### src/verilog/psi_defs.svh
// Register offsets, field positions, reset values and widths of the status and passive-level block
`ifndef PSI_DEFS_SVH
`define PSI_DEFS_SVH
`define PSI_OFS_PASSIVE 16'hE8C4
`define PSI_OFS_STATUS 16'hE8D0
`define PSI_OFS_SET 16'hE8D2
`define PSI_OFS_CLEAR 16'hE8D4
`define PSI_OFS_ENABLE 16'hE8D8
`define PSI_OFS_NODE_LO 16'hE8DC
`define PSI_OFS_NODE_HI 16'hE8E0
`define PSI_OFS_TRAP_CTRL 16'hE8E4
`define PSI_OFS_HALL_CTRL 16'hE8E8
`define PSI_OFS_OUT_CTRL 16'hE8EC
`define PSI_ADDR_W 16
`define PSI_NSRC 15
`define PSI_NLINE 4
`define PSI_RST_PASSIVE 16'h0000
`define PSI_RST_STATUS 16'h0000
`define PSI_RST_WORD 32'h0000_0000
`define PSI_BIT_IDLE 14
`define PSI_BIT_WHE 13
`define PSI_BIT_CHE 12
`define PSI_BIT_TSTATE 11
`define PSI_BIT_TFLAG 10
`define PSI_BIT_T2PM 9
`define PSI_BIT_T2CM 8
`define PSI_BIT_T1PM 7
`define PSI_BIT_T1OM 6
`define PSI_BIT_T2PSL 7
`define PSI_MSK_FLAGS 16'h77FF
`define PSI_MSK_PASSIVE 16'h00BF
`define PSI_TC_PINEN 15
`define PSI_TC_EXIT 2
`define PSI_TC_SYNC 1:0
`define PSI_HC_IDLE_EN 0
`define PSI_OC_TRAP_T2 6
`define PSI_OC_IDLE_BASE 8
`define PSI_SYNC_T1 2'h0
`define PSI_SYNC_T2 2'h1
`define PSI_SYNC_NONE 2'h3
`endif

### src/verilog/psi_pkg.sv
// Types shared by the status and passive-level block
package psi_pkg;
	typedef enum logic [1:0] {
		PSI_TRAP_OFF = 2'h0,
		PSI_TRAP_ON = 2'h1,
		PSI_TRAP_LEAVE = 2'h3
	} psi_trap_t;
	typedef struct packed {
		logic [5:0] cap_cmp;
		logic t1_one_match;
		logic t1_period;
		logic t2_compare;
		logic t2_period;
		logic hall_correct;
		logic hall_wrong;
	} psi_evt_t;
	typedef struct packed {
		logic t1_shadow_xfer;
		logic t1_zero;
		logic t2_zero;
	} psi_sync_t;
endpackage : psi_pkg

### src/verilog/psi_status_irq.sv
// Interrupt status flags, interrupt routing and output passive-level logic
// Operation
// - Active outputs drive inverted passive level; passive outputs drive the level.
// - Bit 7 of passive-level register sets second timer output level.
// - Bits 5..0 set first timer output levels, ch2 comp down to ch0.
// - Period parameters kept in shadow copies, taken together per period.
// - Interrupt triggered by hardware event or software set write.
// - Interrupt pulse made regardless of flag already being set.
// - Software clears any flag except trap state (bit 11) via flag-clear register.
// - Pulse only when enabled; routed to one of four lines.
// - Sources sharing a line are ORed onto it.
// - Status register read-only; writes leave it unchanged.
// - With idle enable, idle flag sets with wrong-hall flag; software clears.
// - While idle, pattern cleared and selected outputs forced passive.
// - Bit 13 set on change to an unexpected hall pattern.
// - Bit 12 set on change to the expected hall pattern.
// - Trap state follows trap flag; cleared per synchronisation mode.
// - Trap flag set by low enabled trap input or software.
// - Exit mode 0 hardware clears flag on high input; mode 1 software.
// - Bit 9 on second timer period match, bit 8 on compare match.
// - Bit 7 on first timer period match counting up.
// - Bit 6 on first timer one-match counting down.
// - Set/clear writes of 1 act, 0 ignored; both read zero.
// - Passive-level reads return active bits; writes go to shadow.
// - Bits 5..0 flag compare matches or capture edges per channel.
`timescale 1ns/100ps
`default_nettype none
`include "psi_defs.svh"
module psi_status_irq #(
	parameter int NLINE = `PSI_NLINE
) (
	input wire logic pclk,
	input wire logic presetn,
	input wire logic psel,
	input wire logic penable,
	input wire logic pwrite,
	input wire logic [31:0] paddr,
	input wire logic [31:0] pwdata,
	output logic [31:0] prdata,
	output logic pready,
	output logic pslverr,
	input wire psi_pkg::psi_evt_t events,
	input wire psi_pkg::psi_sync_t sync,
	input wire logic trap_input,
	input wire logic [5:0] first_timer_active,
	input wire logic second_timer_active,
	input wire logic [5:0] multichannel_pattern_in,
	output logic [5:0] first_timer_out,
	output logic second_timer_output,
	output logic [5:0] multichannel_pattern,
	output logic [NLINE-1:0] irq_line
);
	logic [15:0] passive_shadow_r;
	logic [15:0] passive_active_r;
	logic [15:0] flags_r;
	logic [15:0] enable_r;
	logic [31:0] node_r;
	logic [15:0] trap_ctrl_r;
	logic [15:0] hall_ctrl_r;
	logic [15:0] out_ctrl_r;
	psi_pkg::psi_trap_t trap_r;
	logic [31:0] prdata_r;
	logic pready_r;
	logic pslverr_r;
	logic [5:0] t1_out_r;
	logic t2_out_r;
	logic [5:0] pattern_r;
	logic [NLINE-1:0] irq_r;
	logic wr_acc;
	logic rd_acc;
	logic [15:0] off;
	logic [15:0] set_w;
	logic [15:0] clr_w;
	logic [15:0] hw_set;
	logic [15:0] trig;
	logic trap_hw_clr;
	logic trap_state_set;
	logic mapped;

	// Uniform sixteen-bit write value used by several registers
	function automatic logic [15:0] lo16(input logic [31:0] d);
		return d[15:0];
	endfunction : lo16

	// Node pointer of one source: two bits per source
	function automatic logic [1:0] node_of(input logic [31:0] n, input int s);
		return n[2*s +: 2];
	endfunction : node_of

	assign wr_acc = psel && penable && pwrite && !pready_r;
	assign rd_acc = psel && penable && !pwrite && !pready_r;
	assign off = paddr[15:0];
	assign mapped = (off == `PSI_OFS_PASSIVE) || (off == `PSI_OFS_STATUS)
		|| (off == `PSI_OFS_SET) || (off == `PSI_OFS_CLEAR)
		|| (off == `PSI_OFS_ENABLE) || (off == `PSI_OFS_NODE_LO)
		|| (off == `PSI_OFS_NODE_HI) || (off == `PSI_OFS_TRAP_CTRL)
		|| (off == `PSI_OFS_HALL_CTRL) || (off == `PSI_OFS_OUT_CTRL);

	// Writes of 1 act, 0 ignored, trap state bit not settable
	assign set_w = (wr_acc && off == `PSI_OFS_SET) ?
		(lo16(pwdata) & `PSI_MSK_FLAGS) : 16'h0000;
	assign clr_w = (wr_acc && off == `PSI_OFS_CLEAR) ?
		(lo16(pwdata) & `PSI_MSK_FLAGS) : 16'h0000;

	always_comb begin
		hw_set = 16'h0000;
		hw_set[5:0] = events.cap_cmp;
		hw_set[`PSI_BIT_T1OM] = events.t1_one_match;
		hw_set[`PSI_BIT_T1PM] = events.t1_period;
		hw_set[`PSI_BIT_T2CM] = events.t2_compare;
		hw_set[`PSI_BIT_T2PM] = events.t2_period;
		hw_set[`PSI_BIT_CHE] = events.hall_correct;
		hw_set[`PSI_BIT_WHE] = events.hall_wrong;
		hw_set[`PSI_BIT_IDLE] = events.hall_wrong && hall_ctrl_r[`PSI_HC_IDLE_EN];
		hw_set[`PSI_BIT_TFLAG] = trap_ctrl_r[`PSI_TC_PINEN] && !trap_input;
	end

	// Exit mode 0 with enabled pin: flag drops once input is high again
	assign trap_hw_clr = !trap_ctrl_r[`PSI_TC_EXIT] && trap_ctrl_r[`PSI_TC_PINEN]
		&& trap_input;
	assign trig = hw_set | set_w;

	// Set wins over clear so no event is lost
	always_ff @(posedge pclk or negedge presetn) begin
		if (!presetn) begin
			flags_r <= `PSI_RST_STATUS;
		end else begin
			for (int b = 0; b < 16; b++) begin
				if (b == `PSI_BIT_TSTATE) begin
					flags_r[b] <= (trap_r != psi_pkg::PSI_TRAP_OFF);
				end else if (trig[b]) begin
					flags_r[b] <= 1'b1;
				end else if (clr_w[b]) begin
					flags_r[b] <= 1'b0;
				end else if (b == `PSI_BIT_TFLAG && trap_hw_clr) begin
					flags_r[b] <= 1'b0;
				end
			end
		end
	end

	assign trap_state_set = trig[`PSI_BIT_TFLAG] || flags_r[`PSI_BIT_TFLAG];

	// Trap state held until flag drops and the chosen sync edge arrives; with no sync it leaves two cycles after the flag drops
	always_ff @(posedge pclk or negedge presetn) begin
		if (!presetn) begin
			trap_r <= psi_pkg::PSI_TRAP_OFF;
		end else begin
			case (trap_r)
				psi_pkg::PSI_TRAP_OFF: begin
					if (trap_state_set) begin
						trap_r <= psi_pkg::PSI_TRAP_ON;
					end
				end
				psi_pkg::PSI_TRAP_ON: begin
					if (!trap_state_set) begin
						trap_r <= psi_pkg::PSI_TRAP_LEAVE;
					end
				end
				psi_pkg::PSI_TRAP_LEAVE: begin
					if (trap_state_set) begin
						trap_r <= psi_pkg::PSI_TRAP_ON;
					end else begin
						case (trap_ctrl_r[`PSI_TC_SYNC])
							`PSI_SYNC_T1: if (sync.t1_zero) trap_r <= psi_pkg::PSI_TRAP_OFF;
							`PSI_SYNC_T2: if (sync.t2_zero) trap_r <= psi_pkg::PSI_TRAP_OFF;
							`PSI_SYNC_NONE: trap_r <= psi_pkg::PSI_TRAP_OFF;
							default: trap_r <= psi_pkg::PSI_TRAP_LEAVE;
						endcase
					end
				end
				default: trap_r <= psi_pkg::PSI_TRAP_OFF;
			endcase
		end
	end

	// Control registers written by software
	always_ff @(posedge pclk or negedge presetn) begin
		if (!presetn) begin
			enable_r <= `PSI_RST_STATUS;
			node_r <= `PSI_RST_WORD;
			trap_ctrl_r <= `PSI_RST_STATUS;
			hall_ctrl_r <= `PSI_RST_STATUS;
			out_ctrl_r <= `PSI_RST_STATUS;
		end else if (wr_acc) begin
			case (off)
				`PSI_OFS_ENABLE: enable_r <= lo16(pwdata) & `PSI_MSK_FLAGS;
				`PSI_OFS_NODE_LO: node_r[15:0] <= lo16(pwdata);
				`PSI_OFS_NODE_HI: node_r[31:16] <= lo16(pwdata);
				`PSI_OFS_TRAP_CTRL: trap_ctrl_r <= lo16(pwdata);
				`PSI_OFS_HALL_CTRL: hall_ctrl_r <= lo16(pwdata);
				`PSI_OFS_OUT_CTRL: out_ctrl_r <= lo16(pwdata);
				default: enable_r <= enable_r;
			endcase
		end
	end

	// Writes land in shadow, in-use bits move on shadow transfer
	always_ff @(posedge pclk or negedge presetn) begin
		if (!presetn) begin
			passive_shadow_r <= `PSI_RST_PASSIVE;
			passive_active_r <= `PSI_RST_PASSIVE;
		end else begin
			if (wr_acc && off == `PSI_OFS_PASSIVE) begin
				passive_shadow_r <= lo16(pwdata) & `PSI_MSK_PASSIVE;
			end
			if (sync.t1_shadow_xfer) begin
				passive_active_r <= passive_shadow_r;
			end
		end
	end

	// Pulse on every enabled trigger, independent of flag; OR per line
	always_ff @(posedge pclk or negedge presetn) begin
		if (!presetn) begin
			irq_r <= '0;
		end else begin
			for (int l = 0; l < NLINE; l++) begin
				logic hit;
				hit = 1'b0;
				for (int s = 0; s < 16; s++) begin
					if (trig[s] && enable_r[s] && node_of(node_r, s) == 2'(l)) begin
						hit = 1'b1;
					end
				end
				irq_r[l] <= hit;
			end
		end
	end

	// Outputs: trap and idle force enabled outputs passive
	always_ff @(posedge pclk or negedge presetn) begin
		if (!presetn) begin
			t1_out_r <= 6'h00;
			t2_out_r <= 1'b0;
			pattern_r <= 6'h00;
		end else begin
			for (int c = 0; c < 6; c++) begin
				logic act;
				act = first_timer_active[c];
				if (trap_r != psi_pkg::PSI_TRAP_OFF && out_ctrl_r[c]) act = 1'b0;
				if (flags_r[`PSI_BIT_IDLE] && out_ctrl_r[`PSI_OC_IDLE_BASE+c]) act = 1'b0;
				t1_out_r[c] <= passive_active_r[c] ^ act;
			end
			t2_out_r <= passive_active_r[`PSI_BIT_T2PSL] ^ (second_timer_active
				&& !(trap_r != psi_pkg::PSI_TRAP_OFF && out_ctrl_r[`PSI_OC_TRAP_T2]));
			pattern_r <= flags_r[`PSI_BIT_IDLE] ? 6'h00 : multichannel_pattern_in;
		end
	end

	// APB: one wait state, reads sample registers, unmapped gives error
	always_ff @(posedge pclk or negedge presetn) begin
		if (!presetn) begin
			pready_r <= 1'b0;
			pslverr_r <= 1'b0;
			prdata_r <= `PSI_RST_WORD;
		end else begin
			pready_r <= psel && penable && !pready_r;
			pslverr_r <= psel && penable && !pready_r && !mapped;
			if (rd_acc) begin
				case (off)
					`PSI_OFS_PASSIVE: prdata_r <= {16'h0000, passive_active_r};
					`PSI_OFS_STATUS: prdata_r <= {16'h0000, flags_r};
					`PSI_OFS_ENABLE: prdata_r <= {16'h0000, enable_r};
					`PSI_OFS_NODE_LO: prdata_r <= {16'h0000, node_r[15:0]};
					`PSI_OFS_NODE_HI: prdata_r <= {16'h0000, node_r[31:16]};
					`PSI_OFS_TRAP_CTRL: prdata_r <= {16'h0000, trap_ctrl_r};
					`PSI_OFS_HALL_CTRL: prdata_r <= {16'h0000, hall_ctrl_r};
					`PSI_OFS_OUT_CTRL: prdata_r <= {16'h0000, out_ctrl_r};
					default: prdata_r <= `PSI_RST_WORD;
				endcase
			end
		end
	end

	assign prdata = prdata_r;
	assign pready = pready_r;
	assign pslverr = pslverr_r;
	assign first_timer_out = t1_out_r;
	assign second_timer_output = t2_out_r;
	assign multichannel_pattern = pattern_r;
	assign irq_line = irq_r;
endmodule : psi_status_irq
`default_nettype wire
### config.mk
export PLATFORM = sky130hd
export DESIGN_NAME = psi_status_irq
export DESIGN_NICKNAME = d
export VERILOG_FILES = /design/src/verilog/psi_pkg.sv /design/src/verilog/psi_status_irq.sv
export VERILOG_INCLUDE_DIRS = /design/src /design/src/verilog
export SDC_FILE = /design/constraint.sdc
export NUM_CORES = 1
export LEC_CHECK = 0
export BUFFER_PORTS_ARGS = -buffer_cell sky130_fd_sc_hd__buf_4
export CAP_MARGIN = 20
export CORE_MARGIN = 4
export CORE_UTILIZATION = 32
export CTS_BUF_LIST = sky130_fd_sc_hd__clkbuf_4 sky130_fd_sc_hd__clkbuf_8 sky130_fd_sc_hd__clkbuf_16
export DETAILED_ROUTE_END_ITERATION = 8
export SYNTH_ARGS = -nofsm -noshare
export SYNTH_HDL_FRONTEND = slang
export SYNTH_SLANG_ARGS = --single-unit
### constraint.sdc
create_clock -name pclk -period 5.4 [get_ports pclk]
set_input_delay 1.08 -clock pclk [delete_from_list [all_inputs] [get_ports pclk]]
set_output_delay 1.08 -clock pclk [all_outputs]
set_load 0.02 [all_outputs]
# After elaboration in Yosys (flattened, before gate mapping)
# Cells that the tools add are included.
# totals
wordCells	363
romBits	0
input_bits	98
ramBits	0
out_inout_bits	51
regBits	177
latch_bits	0
mem_count	0
# op_classes
bitwise	8
shifts	0
order_cmp	0
div	0
mul	0
addsub	0
n_reduce_logical	153
n_mux	110
eq_ne	60
# ops
op	count
$eq 16x16->1 const B	10
$pmux 16 s8	1
$mux 1	99
$logic_and 1x1->1	98
$eq 2x2->1 const B	30
$eq 2x1->1 const B	16
$logic_not 2->1	16
$mux 15	2
$reduce_bool 2->1	14
$or 15x15->15	1
$pmux 2 s3	2
$reduce_and 2->1	6
$logic_or 1x1->1	10
$mux 2	5
$ne 4x4->1 const B	2
$xor 1x1->1	7
$logic_not 1->1	6
$mux 6	1
$ne 2x2->1 const B	2
$reduce_and 4->1	1
$reduce_bool 3->1	1
$reduce_bool 2->1 const A	1

# Logic depth before layout (Yosys ltp)
# depth
depth_word	22
ltp_mapped	8
ltp_nobuf	6

# Worst setup path after synthesis
# Ideal clock, no wire load.
# synth_path
path_type	input to register
from	in paddr[9]
to	reg node_r[10]
n_path_buf	1
path_stages	6
setup_ns	0.125
path_slack_ns	2.130
t_arrival_ns	3.145
required_time_ns	5.275
cell_sequence	or4b_4 nor3_2 nand2_1 nor4_4 buf_2 mux2_2
# synth_via
elab_chain_len	2
# synth_rtl
item	line	text
start: declaration	psi_status_irq.sv:37	input wire logic [31:0] paddr,
$eq 16x16->1	psi_status_irq.sv:186	case (off)
$reduce_and 2->1 (no source line)	-	
end signal: assignment	psi_status_irq.sv:181	node_r <= `PSI_RST_WORD;
end signal: assignment	psi_status_irq.sv:188	`PSI_OFS_NODE_LO: node_r[15:0] <= lo16(pwdata);
end: declaration	psi_status_irq.sv:57	logic [31:0] node_r;
# Every way passes these cells.
# A chain may end at the register's enable or synchronous reset.

# Final worst setup path
# layout_path
from	in paddr[9]
to	reg trap_ctrl_r[11]
# layout_via
elab_chain_len	2
# layout_rtl
item	line	text
$eq 16x16->1	psi_status_irq.sv:186	
$reduce_and 2->1 (no source line)	-	
end signal: assignment	psi_status_irq.sv:182	trap_ctrl_r <= `PSI_RST_STATUS;
end signal: assignment	psi_status_irq.sv:190	`PSI_OFS_TRAP_CTRL: trap_ctrl_r <= lo16(pwdata);
end: declaration	psi_status_irq.sv:58	logic [15:0] trap_ctrl_r;
# Every way passes these cells.

==> out/results.txt <==
post-route minimum period - 3.61 ns
cts bufs inserted - 17
Avg Vias per Cell - 5.42
Critical Path Start Type - input port
RSZ-0062 raised after global routing - no
# setup viols final - 0
Worst Path Max Fanout - 16
power per cell area - 271 mW/mm2
CTS H-tree depth - 4
GRT overflow - 0
status - finished clean
number of top-level pins - 149
EDFF count, synth - 0
Reg clk slew, reported paths - 0.07 ns
yosys warns - 0
WL/cell - 21.6 um
Skew-Pair Late Insertion Delay - 0.43 ns
post-CTS resize count - 0
synthesized instance count - 708
post-cts hold buffer count - 0
Worst VDD drop - 0.222 mV
Setup Crit Path Kind - in -> reg
period utilisation layout - 66.8%
# Max-Cap Violations - 0
synthesized area - 0.00807 mm2
fin cells - 1130
syn avg cell area - 11.4 um2
Design Power - 2620 uW
Worst Tran Pin Value - 1.02 ns
TritonCTS Sinks - 160
Core ar. - 0.0245 mm2
Setup TNS Final - 0 ns
Final Hold Vio Count - 0
largest net degree at the start of global routing - 93
Site Rows - 57
FF+latch count, synth - 160
Setup Skew - 0.00973 ns
Primary FF master, synth - dfrtp_1
post-route ant nets - 0
Die Width - 167 um
path type of the worst min-delay path - reg -> reg
vias in the first global route - 6112
first-pass GRT wire length - 37.8 mm
GRT Overall Usage - 17.6%
CTS tree - yes
n_diodes - 0
postcts setup bufs - 0
Synth cell types - 65
IO Port Bufs - 100
nets - 891
CP cell instances - buf_4 > or4b_4 > nor3_2 > nand3_1 > nor2_1 > nand2_1 > mux2_2
CP required - 5.71 ns
CP max-delay cell - nand2_1
Post-DP HPWL - 17.5 mm
die height - 167 um
worst rel slew slack - 31.9%
crit-path leading delay family - simple AND/OR/NAND/NOR gates
synthesis-to-finish area growth - 19.9%
number of cells in the design after placement - 1098
Slew Viols, Final - 0
Critical Path End Type - register
Max Buffers Root-to-Sink - 2
Async SR Flop Fraction - 100%
critical path arrival - 3.92 ns
Max Clock Freq - 277 MHz
DRT Pass-1 Iters - 4
sequential fraction of the synthesis area - 49.6%
biggest cell delay along the critical path - 0.63 ns
DRT Wirelength - 24.4 mm
leakage - 0.00444 uW
share of layout cells above drive strength 1 - 34.2%
RePlAce Congestion - 0.885
WP buf/inv - 1
vias post-DR - 6123
DRC viols - 0
Initial Utilization - 32.9%
die area - 0.0278 mm2
initial antenna violation count - 0
Iteration-0 DRC Markers - 463
CTS Root Cell - clkbuf_16
==> synthesized netlist by cell type, types with 2 or more instances <==
cell         n  area [um2]
a21o_1       8        60.1
a21oi_1     13        65.1
a221o_1      3        30.0
a221oi_1     8        70.1
a22o_1       8        70.1
a22oi_1      3        22.5
a31o_2       8        70.1
a31oi_1      9        56.3
and3_1       3        18.8
and3b_1      3        26.3
buf_1        3        11.3
buf_2       10        50.1
buf_4       16         120
clkbuf_1    29         109
clkbuf_2     2        10.0
dfrtp_1    160        4000
inv_1        9        33.8
mux2_2      95        1070
mux2_4      10         150
mux2i_1     21         210
mux4_2       7         158
nand2_1     76         285
nand2b_1     3        18.8
nand3_1     23         115
nand3b_1     3        22.5
nand4_1     16         100
nand4b_1    22         193
nor2_1      22        82.6
nor2b_1      9        56.3
nor3_1       5        25.0
nor3_2       3        30.0
nor3b_1      4        30.0
nor4_1       2        12.5
nor4bb_1     6        60.1
o2111ai_1    5        43.8
o211ai_1     3        22.5
o21ai_0     25         125
o22ai_1      9        56.3
or2_2        3        18.8
or3_1        4        25.0
or4_1        5        37.5
xnor2_1      9        78.8
==> layout make-up <==
type / instances / area (um2)
sequential: 160 / 4000
tap: 324 / 405
timing repair buffer: 112 / 845
fill: 2430 / 14900
clock buffer: 20 / 454
multi-input combinational: 493 / 3790
clock inverter: 12 / 148
inverter: 9 / 33.8
==> power by group <==
part           total (uW)  internal (uW)  switching, uW
combinational         170           59.7            110
clock                1240            715            526
sequential           1210           1200           2.17
==> registers in the layout, summed over array words and instances, names as in the netlist, 6 cells and up <==
register and flops:
enable_r 14, trap_ctrl_r 16, out_ctrl_r 16, multichannel_pattern 6, hall_ctrl_r 16, passive_shadow_r 7, passive_active_r 7, flags_r 15
prdata 16, node_r 32, first_timer_out 6
==> logic make-up after synthesis <==
group / share of synthesized area, %
DFF: 49.6
AOI/OAI and AO/OA: 10.2
buffers and inverters: 4.28
muxes: 19.7
and+or+nand+nor: 15.2
other: 0.0465
xor gates and xnor gates: 0.976
==> worst paths after layout <==
check | from | to | slack [ns] | depth (start not counted)
max | paddr[9] | trap_ctrl_r[11] | 1.79 | 7
min | flags_r[2] | flags_r[2] | 0.48 | 1
max reg2reg | pready | irq_line[0] | 2.74 | 7
min reg2reg | flags_r[2] | flags_r[2] | 0.48 | 1
max in group asynchronous | presetn | irq_line[3] | 3.58 | 2
min in group asynchronous | presetn | first_timer_out[4] | 0.73 | 1
==> placed cells by master, fill, tap and decap left out, drive strengths merged, types with 20 or more instances in the layout <==
master  Yosys  final
nor2       22     22
nand2      76     76
nand3      23     23
buf        30    112
mux2      105    105
o21ai      26     26
dfrtp     160    160
nand4b     22     22
mux2i      21     21
clkbuf     31     20
==> through the flow <==
step	setup WS, ns	utilization [%]	instance area (um2)	hold slack [ns]
after floorplan	2.13	-	8130	0.445
after global placement	1.39	37.0	9070	0.461
after detailed placement	1.35	37.0	9070	0.467
after CTS	1.80	39.4	9680	0.481
after global routing	1.63	39.4	9680	0.495
final	1.79	39.4	9680	0.478
==> metal layers <==
| layer | vias to the layer above | GRT usage [%] | share of wire, % |
|---|---|---|---|
| met5 | - | 0 | 0 |
| met4 | 0 | 6.23 | 2.6 |
| met3 | 26 | 3.86 | 5.8 |
| met1 | 3108 | 24.0 | 45 |
| li1 | 2780 | - | - |
| met2 | 209 | 27.6 | 47 |
Note: power is estimated with default switching activity, not from simulation.
